[config.mk]
export PLATFORM = sky130hd
export DESIGN_NAME = host_csr_guid_retry_regs
export DESIGN_NICKNAME = d
export VERILOG_FILES = /design/src/host_csr_pkg.sv /design/src/swap_if.sv /design/src/csr_swap_engine.sv /design/src/host_csr_guid_retry_regs.sv
export SDC_FILE = /design/constraint.sdc
export NUM_CORES = 1
export LEC_CHECK = 0
export BUFFER_PORTS_ARGS = -buffer_cell sky130_fd_sc_hd__buf_2
export CAP_MARGIN = 20
export CORE_MARGIN = 2
export CORE_UTILIZATION = 50
export CTS_BUF_LIST = sky130_fd_sc_hd__clkbuf_4 sky130_fd_sc_hd__clkbuf_8 sky130_fd_sc_hd__clkbuf_16
export DETAILED_ROUTE_END_ITERATION = 6
export GPL_TIMING_DRIVEN = 1
export PLACE_DENSITY = 0.77
export SYNTH_ARGS = -nofsm -noshare
export SYNTH_HDL_FRONTEND = slang
export SYNTH_SLANG_ARGS = --single-unit
[constraint.sdc]
create_clock -name clk -period 3.6 [get_ports clk]
set_input_delay 0.72 -clock clk [delete_from_list [all_inputs] [get_ports clk]]
set_output_delay 0.72 -clock clk [all_outputs]
set_load 0.02 [all_outputs]
[src/host_csr_pkg.sv]
// constants for the host csr block: register offsets, field layout, resets.
// assumes a 32-bit host register port on one 100 MHz clock.
package host_csr_pkg;

    // register byte offsets
    localparam logic [7:0] OFF_ROM_PORT   = 8'h04;
    localparam logic [7:0] OFF_RETRY      = 8'h08;
    localparam logic [7:0] OFF_SWAP_VALUE = 8'h0c;
    localparam logic [7:0] OFF_EXPECTED   = 8'h10;
    localparam logic [7:0] OFF_LAUNCH     = 8'h14;

    // identity rom read port fields
    localparam int ROM_CLR_BIT   = 31;
    localparam int ROM_GO_BIT    = 25;
    localparam int ROM_DATA_LSB  = 16;
    localparam int ROM_ADDR_W    = 8;

    // retry limit fields
    localparam int PHYS_LIM_LSB = 11;
    localparam int PHYS_LIM_W   = 5;
    localparam int SWR_LIM_LSB  = 4;
    localparam int REQ_LIM_LSB  = 0;
    localparam int SMALL_LIM_W  = 4;

    // launch register fields
    localparam int DONE_BIT = 31;
    localparam int SEL_W    = 2;

    // resource reset values, on hardware or bus reset
    localparam logic [31:0] RST_BUS_MGR_ID = 32'h0000_003f;
    localparam logic [31:0] RST_BANDWIDTH  = 32'h0000_1333;
    localparam logic [31:0] RST_CHANNELS   = 32'hffff_ffff;

    // serial-bus addresses of resources and local rom window
    localparam logic [47:0] ADDR_RES_BASE = 48'hffff_f000_021c;
    localparam logic [47:0] ADDR_ROM_LO   = 48'hffff_f000_0400;
    localparam logic [47:0] ADDR_ROM_HI   = 48'hffff_f000_0800;

    typedef enum logic [1:0] {
        SEL_BUS_MGR_ID = 2'b00,
        SEL_BANDWIDTH  = 2'b01,
        SEL_CHAN_HI    = 2'b10,
        SEL_CHAN_LO    = 2'b11
    } resource_sel_t;

    typedef enum logic [1:0] {
        BUS_QUAD_READ = 2'b00,
        BUS_QUAD_LOCK = 2'b01,
        BUS_OTHER     = 2'b10
    } bus_kind_t;

    typedef enum logic [2:0] {
        ACK_COMPLETE    = 3'b000,
        ACK_BUSY        = 3'b001,
        ACK_DATA_ERROR  = 3'b010,
        ACK_MISSING     = 3'b011,
        ACK_OTHER       = 3'b100
    } ack_kind_t;

    typedef enum logic [1:0] {
        TX_REQ       = 2'b00,
        TX_SW_RESP   = 2'b01,
        TX_PHYS_RESP = 2'b10
    } tx_class_t;

endpackage

[src/swap_if.sv]
// signals between the register front end and the compare-swap engine.
// assumes both ends sit on the same clock.
`timescale 1ns/100ps
interface swap_if;
    import host_csr_pkg::*;

    logic          host_go;
    resource_sel_t host_sel;
    logic [31:0]   host_cmp;
    logic [31:0]   host_new;
    logic          host_done;
    logic [31:0]   host_old;
    logic          bus_valid;
    bus_kind_t     bus_kind;
    resource_sel_t bus_sel;
    logic [31:0]   bus_cmp;
    logic [31:0]   bus_new;
    logic          bus_resp_valid;
    logic [31:0]   bus_resp_data;
    logic          bus_type_err;

    modport front (output host_go, host_sel, host_cmp, host_new,
                   output bus_valid, bus_kind, bus_sel, bus_cmp, bus_new,
                   input  host_done, host_old, bus_resp_valid, bus_resp_data,
                   input  bus_type_err);
    modport engine (input  host_go, host_sel, host_cmp, host_new,
                    input  bus_valid, bus_kind, bus_sel, bus_cmp, bus_new,
                    output host_done, host_old, bus_resp_valid, bus_resp_data,
                    output bus_type_err);
endinterface

[src/csr_swap_engine.sv]
// four bus-management resources with one compare-swap port.
// assumes bus requests arrive one cycle wide; host requests are held here.
`timescale 1ns/100ps
module csr_swap_engine
    import host_csr_pkg::*;
(
    // clock and resets
    input  wire logic clk,
    input  wire logic sys_rst,
    input  wire logic bus_reset,
    // front end
    swap_if.engine    sw
);

    logic [31:0]   res [4];
    logic          host_pend;
    resource_sel_t pend_sel;
    logic [31:0]   pend_cmp;
    logic [31:0]   pend_new;
    logic          bus_lock;
    logic          host_serve;
    logic          bus_ok;

    // anything but a quadlet read or lock is refused, unused codes too
    assign bus_ok     = (sw.bus_kind == BUS_QUAD_READ) || (sw.bus_kind == BUS_QUAD_LOCK);
    assign bus_lock   = sw.bus_valid && (sw.bus_kind == BUS_QUAD_LOCK);
    // bus lock takes the port first; host waits while a bus lock is present, never interleaves
    assign host_serve = host_pend && !bus_lock;

    always_ff @(posedge clk) begin
        if (sys_rst) begin
            host_pend <= 1'b0;
            pend_sel  <= SEL_BUS_MGR_ID;
            pend_cmp  <= 32'h0000_0000;
            pend_new  <= 32'h0000_0000;
        end else begin
            host_pend <= sw.host_go || (host_pend && !host_serve);
            if (sw.host_go) begin
                pend_sel <= sw.host_sel;
                pend_cmp <= sw.host_cmp;
                pend_new <= sw.host_new;
            end
        end
    end

    // resources change only through compare-swap or a system or bus reset
    always_ff @(posedge clk) begin
        if (sys_rst || bus_reset) begin
            res[SEL_BUS_MGR_ID] <= RST_BUS_MGR_ID;
            res[SEL_BANDWIDTH]  <= RST_BANDWIDTH;
            res[SEL_CHAN_HI]    <= RST_CHANNELS;
            res[SEL_CHAN_LO]    <= RST_CHANNELS;
        end else if (bus_lock) begin
            if (res[sw.bus_sel] == sw.bus_cmp)
                res[sw.bus_sel] <= sw.bus_new;
        end else if (host_serve) begin
            if (res[pend_sel] == pend_cmp)
                res[pend_sel] <= pend_new;
        end
    end

    always_ff @(posedge clk) begin
        if (sys_rst) begin
            sw.host_done      <= 1'b0;
            sw.host_old       <= 32'h0000_0000;
            sw.bus_resp_valid <= 1'b0;
            sw.bus_resp_data  <= 32'h0000_0000;
            sw.bus_type_err   <= 1'b0;
        end else begin
            sw.host_done      <= host_serve && !sw.host_go;
            if (host_serve)
                sw.host_old <= res[pend_sel];
            sw.bus_resp_valid <= sw.bus_valid && bus_ok;
            if (sw.bus_valid)
                sw.bus_resp_data <= res[sw.bus_sel];
            sw.bus_type_err   <= sw.bus_valid && !bus_ok;
        end
    end

endmodule

[src/host_csr_guid_retry_regs.sv]
// host registers: identity rom read port, retry limits, compare-swap access.
// assumes a single-cycle register port and a same-clock rom and tx engines.
`timescale 1ns/100ps

module host_csr_guid_retry_regs
    import host_csr_pkg::*;
#(
    parameter int ADDR_W = ROM_ADDR_W
)
(
    // clock and reset
    input  wire logic              clk,
    input  wire logic              sys_rst,
    input  wire logic              bus_reset,
    // host register port
    input  wire logic              reg_wr,
    input  wire logic              reg_rd,
    input  wire logic [7:0]        reg_addr,
    input  wire logic [31:0]       reg_wdata,
    output logic      [31:0]       reg_rdata,
    output logic                   reg_rvalid,
    // identity rom
    output logic                   rom_req,
    output logic      [ADDR_W-1:0] rom_addr,
    input  wire logic              rom_ack,
    input  wire logic [7:0]        rom_data,
    // transmit outcome from the transmit engines
    input  wire logic              tx_done,
    input  wire tx_class_t         tx_class,
    input  wire ack_kind_t         tx_ack,
    output logic                   tx_retry,
    output logic                   tx_report,
    output logic                   phys_dropped,
    // serial-bus requests to local csr space
    input  wire logic              bus_req,
    input  wire logic [47:0]       bus_addr,
    input  wire bus_kind_t         bus_kind,
    input  wire logic [31:0]       bus_cmp,
    input  wire logic [31:0]       bus_new,
    output logic                   bus_rom_hit,
    output logic                   bus_resp_valid,
    output logic      [31:0]       bus_resp_data,
    output logic                   bus_type_err,
    // acknowledge of the generated lock response
    input  wire logic              lock_ack_seen,
    input  wire ack_kind_t         lock_ack,
    output logic                   lock_reply_fail_event
);

    typedef enum logic [1:0] {
        ROM_IDLE  = 2'b00,
        ROM_FETCH = 2'b01
    } rom_state_t;

    swap_if sw ();

    rom_state_t                 rom_state;
    logic                       rom_addr_clear;
    logic                       rom_byte_fetch_go;
    logic [7:0]                 rom_byte_value;
    logic [PHYS_LIM_W-1:0]      phys_resp_retry_limit;
    logic [SMALL_LIM_W-1:0]     sw_resp_retry_limit;
    logic [SMALL_LIM_W-1:0]     req_retry_limit;
    logic [31:0]                swap_value_reg;
    logic [31:0]                expected_value_reg;
    logic                       swap_finished_flag;
    resource_sel_t              resource_selector;
    logic [PHYS_LIM_W-1:0]      tries [3];
    logic                       wr_rom;
    logic                       wr_retry;
    logic                       wr_launch;
    logic                       go_rise;
    logic                       res_hit;
    logic                       can_retry;
    logic [PHYS_LIM_W-1:0]      cur_limit;
    logic [31:0]                next_rdata;

    // serial-bus address decode, used for both resource and rom window checks
    function automatic logic in_range(input logic [47:0] a, input logic [47:0] lo,
                                      input logic [47:0] hi);
        in_range = (a >= lo) && (a < hi);
    endfunction

    assign wr_rom    = reg_wr && (reg_addr == OFF_ROM_PORT);
    assign wr_retry  = reg_wr && (reg_addr == OFF_RETRY);
    assign wr_launch = reg_wr && (reg_addr == OFF_LAUNCH);
    // go is only honoured on a zero-to-one change of the stored bit
    assign go_rise   = wr_rom && reg_wdata[ROM_GO_BIT] && !rom_byte_fetch_go;
    assign res_hit   = in_range(bus_addr, ADDR_RES_BASE, ADDR_RES_BASE + 48'h10)
                       && (bus_addr[1:0] == 2'b00);

    // identity rom read port
    always_ff @(posedge clk) begin
        if (sys_rst) begin
            rom_addr_clear <= 1'b0;
        end else if (rom_addr_clear && (rom_state == ROM_IDLE)) begin
            // a clear during a fetch waits for it, so the address is really zeroed
            rom_addr_clear <= 1'b0;
        end else if (wr_rom && reg_wdata[ROM_CLR_BIT]) begin
            rom_addr_clear <= 1'b1;
        end
    end

    always_ff @(posedge clk) begin
        if (sys_rst) begin
            rom_state         <= ROM_IDLE;
            rom_byte_fetch_go <= 1'b0;
            rom_req           <= 1'b0;
            rom_addr          <= '0;
            rom_byte_value    <= 8'h00;
        end else begin
            case (rom_state)
                ROM_IDLE: begin
                    // clear only zeroes the address, the data byte stays
                    if (rom_addr_clear)
                        rom_addr <= '0;
                    if (go_rise && !rom_addr_clear) begin
                        rom_byte_fetch_go <= 1'b1;
                        rom_req           <= 1'b1;
                        rom_state         <= ROM_FETCH;
                    end
                end
                ROM_FETCH: begin
                    if (rom_ack) begin
                        rom_byte_value    <= rom_data;
                        rom_byte_fetch_go <= 1'b0;
                        rom_req           <= 1'b0;
                        rom_addr          <= rom_addr + 1'b1;
                        rom_state         <= ROM_IDLE;
                    end
                end
                default: begin
                    rom_state <= ROM_IDLE;
                    rom_req   <= 1'b0;
                end
            endcase
        end
    end

    // retry limits; undefined at reset in the field, zero here for determinism
    always_ff @(posedge clk) begin
        if (sys_rst) begin
            phys_resp_retry_limit <= '0;
            sw_resp_retry_limit   <= '0;
            req_retry_limit       <= '0;
        end else if (wr_retry) begin
            phys_resp_retry_limit <= reg_wdata[PHYS_LIM_LSB +: PHYS_LIM_W];
            sw_resp_retry_limit   <= reg_wdata[SWR_LIM_LSB +: SMALL_LIM_W];
            req_retry_limit       <= reg_wdata[REQ_LIM_LSB +: SMALL_LIM_W];
        end
    end

    always_comb begin
        case (tx_class)
            TX_PHYS_RESP: cur_limit = phys_resp_retry_limit;
            TX_SW_RESP:   cur_limit = {1'b0, sw_resp_retry_limit};
            default:      cur_limit = {1'b0, req_retry_limit};
        endcase
    end

    // a zero limit leaves no retry; the first attempt is not counted
    assign can_retry = ((tx_ack == ACK_BUSY) || (tx_ack == ACK_DATA_ERROR))
                       && (tries[tx_class] < cur_limit);

    genvar g;
    generate
        for (g = 0; g < 3; g++) begin : g_tries
            always_ff @(posedge clk) begin
                if (sys_rst)
                    tries[g] <= '0;
                else if (tx_done && (tx_class == g))
                    tries[g] <= can_retry ? tries[g] + 1'b1 : '0;
            end
        end
    endgenerate

    always_ff @(posedge clk) begin
        if (sys_rst) begin
            tx_retry     <= 1'b0;
            tx_report    <= 1'b0;
            phys_dropped <= 1'b0;
        end else begin
            tx_retry     <= tx_done && can_retry;
            // physical responses end without telling software
            tx_report    <= tx_done && !can_retry && (tx_class != TX_PHYS_RESP);
            phys_dropped <= tx_done && !can_retry && (tx_class == TX_PHYS_RESP)
                            && (tx_ack != ACK_COMPLETE);
        end
    end

    // host compare-swap registers; software orders the three writes
    always_ff @(posedge clk) begin
        if (sys_rst) begin
            swap_value_reg     <= 32'h0000_0000;
            expected_value_reg <= 32'h0000_0000;
            resource_selector  <= SEL_BUS_MGR_ID;
        end else begin
            if (sw.host_done)
                swap_value_reg <= sw.host_old;
            else if (reg_wr && (reg_addr == OFF_SWAP_VALUE))
                swap_value_reg <= reg_wdata;
            if (reg_wr && (reg_addr == OFF_EXPECTED))
                expected_value_reg <= reg_wdata;
            if (wr_launch)
                resource_selector <= resource_sel_t'(reg_wdata[SEL_W-1:0]);
        end
    end

    always_ff @(posedge clk) begin
        if (sys_rst)
            swap_finished_flag <= 1'b1;
        else if (sw.host_done)
            swap_finished_flag <= 1'b1;
        else if (wr_launch)
            swap_finished_flag <= 1'b0;
    end

    // launch and bus requests toward the engine, registered one cycle
    always_ff @(posedge clk) begin
        if (sys_rst) begin
            sw.host_go   <= 1'b0;
            sw.host_sel  <= SEL_BUS_MGR_ID;
            sw.host_cmp  <= 32'h0000_0000;
            sw.host_new  <= 32'h0000_0000;
            sw.bus_valid <= 1'b0;
            sw.bus_kind  <= BUS_QUAD_READ;
            sw.bus_sel   <= SEL_BUS_MGR_ID;
            sw.bus_cmp   <= 32'h0000_0000;
            sw.bus_new   <= 32'h0000_0000;
        end else begin
            sw.host_go   <= wr_launch;
            sw.host_sel  <= resource_sel_t'(reg_wdata[SEL_W-1:0]);
            sw.host_cmp  <= expected_value_reg;
            sw.host_new  <= swap_value_reg;
            sw.bus_valid <= bus_req && res_hit;
            sw.bus_kind  <= bus_kind;
            sw.bus_sel   <= resource_sel_t'(bus_addr[3:2] - ADDR_RES_BASE[3:2]);
            sw.bus_cmp   <= bus_cmp;
            sw.bus_new   <= bus_new;
        end
    end

    csr_swap_engine u_engine (
        .clk       (clk),
        .sys_rst   (sys_rst),
        .bus_reset (bus_reset),
        .sw        (sw.engine)
    );

    assign bus_resp_valid = sw.bus_resp_valid;
    assign bus_resp_data  = sw.bus_resp_data;
    assign bus_type_err   = sw.bus_type_err;

    always_ff @(posedge clk) begin
        if (sys_rst) begin
            bus_rom_hit           <= 1'b0;
            lock_reply_fail_event <= 1'b0;
        end else begin
            bus_rom_hit           <= bus_req && in_range(bus_addr, ADDR_ROM_LO,
                                                         ADDR_ROM_HI);
            lock_reply_fail_event <= lock_ack_seen && (lock_ack != ACK_COMPLETE);
        end
    end

    // register read mux; unmapped offsets read zero
    always_comb begin
        next_rdata = 32'h0000_0000;
        case (reg_addr)
            OFF_ROM_PORT: begin
                next_rdata[ROM_CLR_BIT] = rom_addr_clear;
                next_rdata[ROM_GO_BIT]  = rom_byte_fetch_go;
                next_rdata[ROM_DATA_LSB +: 8] = rom_byte_value;
            end
            OFF_RETRY: begin
                // seconds and cycles fields stay zero
                next_rdata[PHYS_LIM_LSB +: PHYS_LIM_W] = phys_resp_retry_limit;
                next_rdata[SWR_LIM_LSB +: SMALL_LIM_W] = sw_resp_retry_limit;
                next_rdata[REQ_LIM_LSB +: SMALL_LIM_W] = req_retry_limit;
            end
            OFF_SWAP_VALUE: next_rdata = swap_value_reg;
            OFF_EXPECTED:   next_rdata = expected_value_reg;
            OFF_LAUNCH: begin
                next_rdata[DONE_BIT]    = swap_finished_flag;
                next_rdata[SEL_W-1:0]   = resource_selector;
            end
            default: next_rdata = 32'h0000_0000;
        endcase
    end

    always_ff @(posedge clk) begin
        if (sys_rst) begin
            reg_rdata  <= 32'h0000_0000;
            reg_rvalid <= 1'b0;
        end else begin
            reg_rvalid <= reg_rd;
            reg_rdata  <= reg_rd ? next_rdata : 32'h0000_0000;
        end
    end

endmodule

======== After elaboration in Yosys (flattened, before gate mapping) ========
Memory sizes are Yosys's and may differ from the RTL's. A register that Yosys moved wholly into a read port is not among the register bits.
Index checks and enable logic that the tools add are counted.
storage, ports and cells
  logic and storage cells ................. 189
  RAM bits ................................ 143
  ROM bits ................................ 0
  register bits ........................... 409
  output and inout port bits .............. 81
  bits of input ports ..................... 179
  latch bits .............................. 0
  memories kept ........................... 2
cells by class
  add/subtract/negate cells ............... 5
  bitwise gates (word level) .............. 4
  shifts and indexed selects .............. 0
  divide/modulo/power cells ............... 0
  muxes and demuxes ....................... 59
  equality and inequality tests ........... 17
  multipliers ............................. 0
  reduce and logical (&&, ||, !) cells .... 59
  $lt $le $gt $ge ......................... 5
memory list
  name          depth  width  read ports  clocked after memory_dff  write ports  RTL line                        source
  u_engine.res  4      32     2           2                         4            csr_swap_engine.sv:15           logic [31:0] res [4];
  tries         3      5      4           0                         3            host_csr_guid_retry_regs.sv:68  logic [PHYS_LIM_W-1:0] tries [3];
operator list
  cell                    count
  $mux W32                4
  $ge A48 B48 Y1 const B  2
  $lt A48 B48 Y1 const B  2
  $eq A32 B32 Y1          2
  $reduce_or A32 Y1       2
  $logic_and A1 B1 Y1     31
  $mux W5                 6
  $mux W1                 26
  $pmux W8 S3             1
  $pmux W5 S2             2
  $pmux W6 S3             1
  $eq A8 B4 Y1 const B    2
  $eq A8 B5 Y1 const B    2
  $mux W8                 2
  $pmux W8 S2             1
  $add A5 B1 Y5 const B   3
  $pmux W5 S3             1
  $mux W2                 7
  $add A8 B1 Y8 const B   1
  $eq A8 B3 Y1 const B    1
  $logic_not A2 Y1        4
  $pmux W2 S4             1
  $logic_not A1 Y1        7
  $eq A2 B1 Y1 const B    3
  20 further kinds        35

======== Longest topological paths before layout ========
  word-level depth ........................ 10
  gate-level depth with buffers ........... 14
  depth with buffers taken out ............ 12

======== Hierarchy ========
From an unflattened synthesis, not the netlist that was laid out.
unflattened totals
  cells, all modules ...................... 2262
  area, all modules ....................... 23438.7 um^2
modules (own cells, without submodules)
  module                    cells each  instances  seq. area each (um^2)  area each (um^2)
  csr_swap_engine           1195        1          6566.3                 13020.0
  host_csr_guid_retry_regs  1067        1          5895.7                 10418.7

======== Least setup slack after synthesis ========
No wires, ideal clock.
  path kind ............................... register to register
  start point ............................. register sw.bus_sel[0]
  end point ............................... memory u_engine.res[1][0], enable pin
  period minus slack after synthesis ...... 3892 ps
  data required time ...................... 3211 ps
  buffers on the path ..................... 5
  path slack .............................. -292 ps
  stages on the path, launching flop included .. 14
  setup time .............................. 389 ps
  data arrival time ....................... 3502 ps
  cells stage by stage .................... dfxtp_1 buf_6 buf_4 buf_2 mux4_2 xnor2_1 nand4_1 a211oi_1 and2_1 nand4_2 o22a_1 buf_2 buf_2 nand2_1
RTL lines
  element                   RTL line                         source
  start: declaration        swap_if.sv:15                    resource_sel_t bus_sel;
  start signal: assignment  host_csr_guid_retry_regs.sv:237  sw.bus_sel <= resource_sel_t'(bus_addr[3:2] - ADDR_RES_BASE[3:2]);
  end: declaration          csr_swap_engine.sv:15

==> flow_summary.toml <==
[setup_path]
path_class = "flip-flop to flip-flop"
arrival_ns = 3.84
cp_data_required_time_ns = 3.90
cp_max_fo = 21
critPathLaunchType = "flip-flop"
cp-end-kind = "flip-flop"
ff2ff_path_depth = 11

[grt]
grt_max_degree = 159
antenna_found_initial = 2
grt-ovfl-total = 0
grt_pass1_vias = 17178
grt_pass1_wl_mm = 97.2
gr-usage-all-layers = 0.268

[route]
post-route-drc-count = 7
drt_wl_total_mm = 63.7
initialDrtViolationCount = 1649
first_pass_iters = 7
vias = 17109
wire_per_inst_um = 21.2
vias_per_cell = 5.70
ant_nets = 0

[layout]
syn_to_final_growth_pct = 19.5
largest_reg_flops = 128
register_area_um2 = 12500
top_register = "u_engine.res"
multi_input_area_um2 = 9300
num-nets-final = 2557
final_area_um2 = 26900
filler_cell_count = 3528
drive_gt1_frac = 0.228
n_antenna_cell = 0

[clocking]
cts_tree = "built"
cts_max_path_buffers = 3
clock_sinks = 551
cts_root_buf = "clkbuf_16"
clkTransAtPathRegs_ns = 0.06
numCtsBuffers = 55
cts_setup_buffers = 0
clkLatencyLatePin_ns = 0.61
ctsHoldBuffers = 0
htreeDepth = 2

[status]
violations = "design-rule violations"
status = "complete, but fails checks"

[pwr]
power_density_nw_per_um2 = 492
vdd_drop_max_mv = 0.418
p_leak_uw = 0.00983

[sta]
timing.hold.ws_ns = 0.320
slew_viol_final = 0
slew_headroom = 0.394
fmax_mhz = 283
rsz0062_at_grt = "false"
period_needed_ns = 3.54
timing.final.crit_share = 0.983
finalHoldViolCount = 0
tns_ns = 0
finClkSkew_ns = 0.0176
setup_violations = 0
tightest_slew_ns = 0.909

[placement]
gp_congestion = 0.907
port_buffers = 259
dp.final_hpwl_mm = 45.3
placed_area_um2 = 24900

[logic_synthesis]
synth_flop_cell = "dfxtp_1"
yosysWarnings = 0
syn_inst = 2095
syn_nets = 2287
synth.area.top_cells = "dfxtp_1 (36%), edfxtp_1 (19%), mux2i_1 (8.5%), mux4_2 (4.9%), nor2b_1 (4.6%)"
synth_common_cells = "dfxtp_1 (408), nor2_1 (233), nand2_1 (231)"
syn_area_per_cell_um2 = 10.7
synth_edf_count = 143
yosysSeqAreaShare = 0.555
async_flop_share = 0
synth_cell_types = 67
syn_area_um2 = 22500
yosysTopAreaCellShare = 0.363
ys_ff_latch = 551
synth_most_common_cell = "dfxtp_1"
synth_area_leader_cell = "dfxtp_1"

[run]
drv_cap = 0

[worst_hold_path]
hold_path.class = "input pin to flip-flop"
hold_path_depth = 2

[floorplan]
num_io_pins = 260
rows = 77
start_util = 0.507
fp.dieH_um = 216
dieArea_um2 = 46700
die_w_um = 216
core_area_um2 = 44300
-- layer usage --
layer / share of wire / track usage / wire [um] / vias to the layer above
li1: - / - / - / 7874
met1: 0.41 / 0.356 / 26400 / 8277
met2: 0.47 / 0.443 / 29600 / 828
met3: 0.093 / 0.0550 / 5900 / 126
met4: 0.027 / 0.0829 / 1740 / 4
met5: 0.00047 / 0 / 30 / -
-- where the power goes --
group / switching (uW) / internal [uW]
registers: 80.6 / 6450
logic: 407 / 315
clock network: 2460 / 3500
-- layout by cell type, fill, tap and decap left out, types with 5 or more instances in the layout --
cell | netlist | routed
clkbuf_8 | 0 | 9
a222oi_1 | 11 | 11
nor3_1 | 16 | 16
inv_1 | 60 | 60
buf_4 | 5 | 69
edfxtp_1 | 143 | 143
o21ai_0 | 13 | 13
nand2_1 | 231 | 230
nand2b_1 | 8 | 7
nor2b_1 | 166 | 166
buf_12 | 0 | 17
xor2_1 | 9 | 9
a211oi_1 | 38 | 38
ha_1 | 13 | 13
nand4_1 | 19 | 19
mux2i_1 | 191 | 188
xnor2_1 | 42 | 41
clkbuf_4 | 0 | 5
clkbuf_16 | 0 | 59
and2_1 | 10 | 10
clkinv_2 | 0 | 17
a21oi_1 | 92 | 92
nand3_1 | 21 | 21
o22ai_1 | 42 | 39
buf_2 | 21 | 259
o21a_1 | 7 | 7
a22oi_1 | 29 | 29
dfxtp_1 | 408 | 401
nor4_1 | 7 | 6
nor3b_1 | 6 | 5
mux4_2 | 49 | 49
nor2_1 | 233 | 233
mux2_2 | 19 | 19
dfxtp_2 | 0 | 5
o22a_1 | 5 | 5
inv_4 | 0 | 5
-- critical path, stage by stage (launching register included) --
cell	delay, ns
dfxtp_2	0.53
buf_12	0.23
mux2i_1	0.41
mux2i_1	0.23
a21oi_1	0.28
o2111ai_1	0.20
nor4_4	0.38
buf_4	0.18
nand3_1	0.14
a21oi_2	0.21
nand2b_2	0.21
buf_12	0.20
-- area by class of cell --
type	count	share of cell area
Clock buffer	73	0.0610
Clock inverter	30	0.0103
Inverter	60	0.00838
Multi-Input combinational cell	1348	0.346
Sequential cell	551	0.464
Tap cell	592	0.0276
Timing Repair Buffer	349	0.0820
-- kinds of logic after synthesis --
logic type,count (synthesis),share of synthesized area
multiplexers,259,0.144
flip-flops,551,0.555
XOR/XNOR,51,0.0199
AO/OA/AOI/OAI,284,0.0850
adder cells (fa/ha/maj),13,0.00724
AND/OR/NAND/NOR,741,0.155
buffers and inverters,196,0.0351
-- per-stage QoR --
| step | cells | util | worst slack, ns | power (uW) |
|---|---|---|---|---|
| CTS | 3002 | 0.604 | 0.0323 | 13300 |
| global placement | 2899 | 0.561 | 0.0818 | 7350 |
| floorplan | 2095 | - | 0.00552 | 7030 |
| finish | 3003 | 0.606 | 0.0610 | 13200 |
| detailed placement | 2899 | 0.561 | 0.0836 | 7370 |
| global route | 3003 | 0.606 | 0.00669 | 13600 |
-- final timing paths --
kind                          start                  end  slack, ns
setup / recovery          flip-flop  u_engine.res[0][26]       0.06
setup reg to reg          flip-flop  u_engine.res[0][26]       0.06
hold reg to reg   rom_byte_value[1]    rom_byte_value[1]       0.46
hold / removal          bus_kind[1]       sw.bus_kind[1]       0.32
-- what timing repair did --
item	4_1_cts	5_1_grt
endpoints found under the hold margin	0	0
resized for setup	0	14
endpoints found under the setup margin	0	255
(Power assumes the default switching activity.)
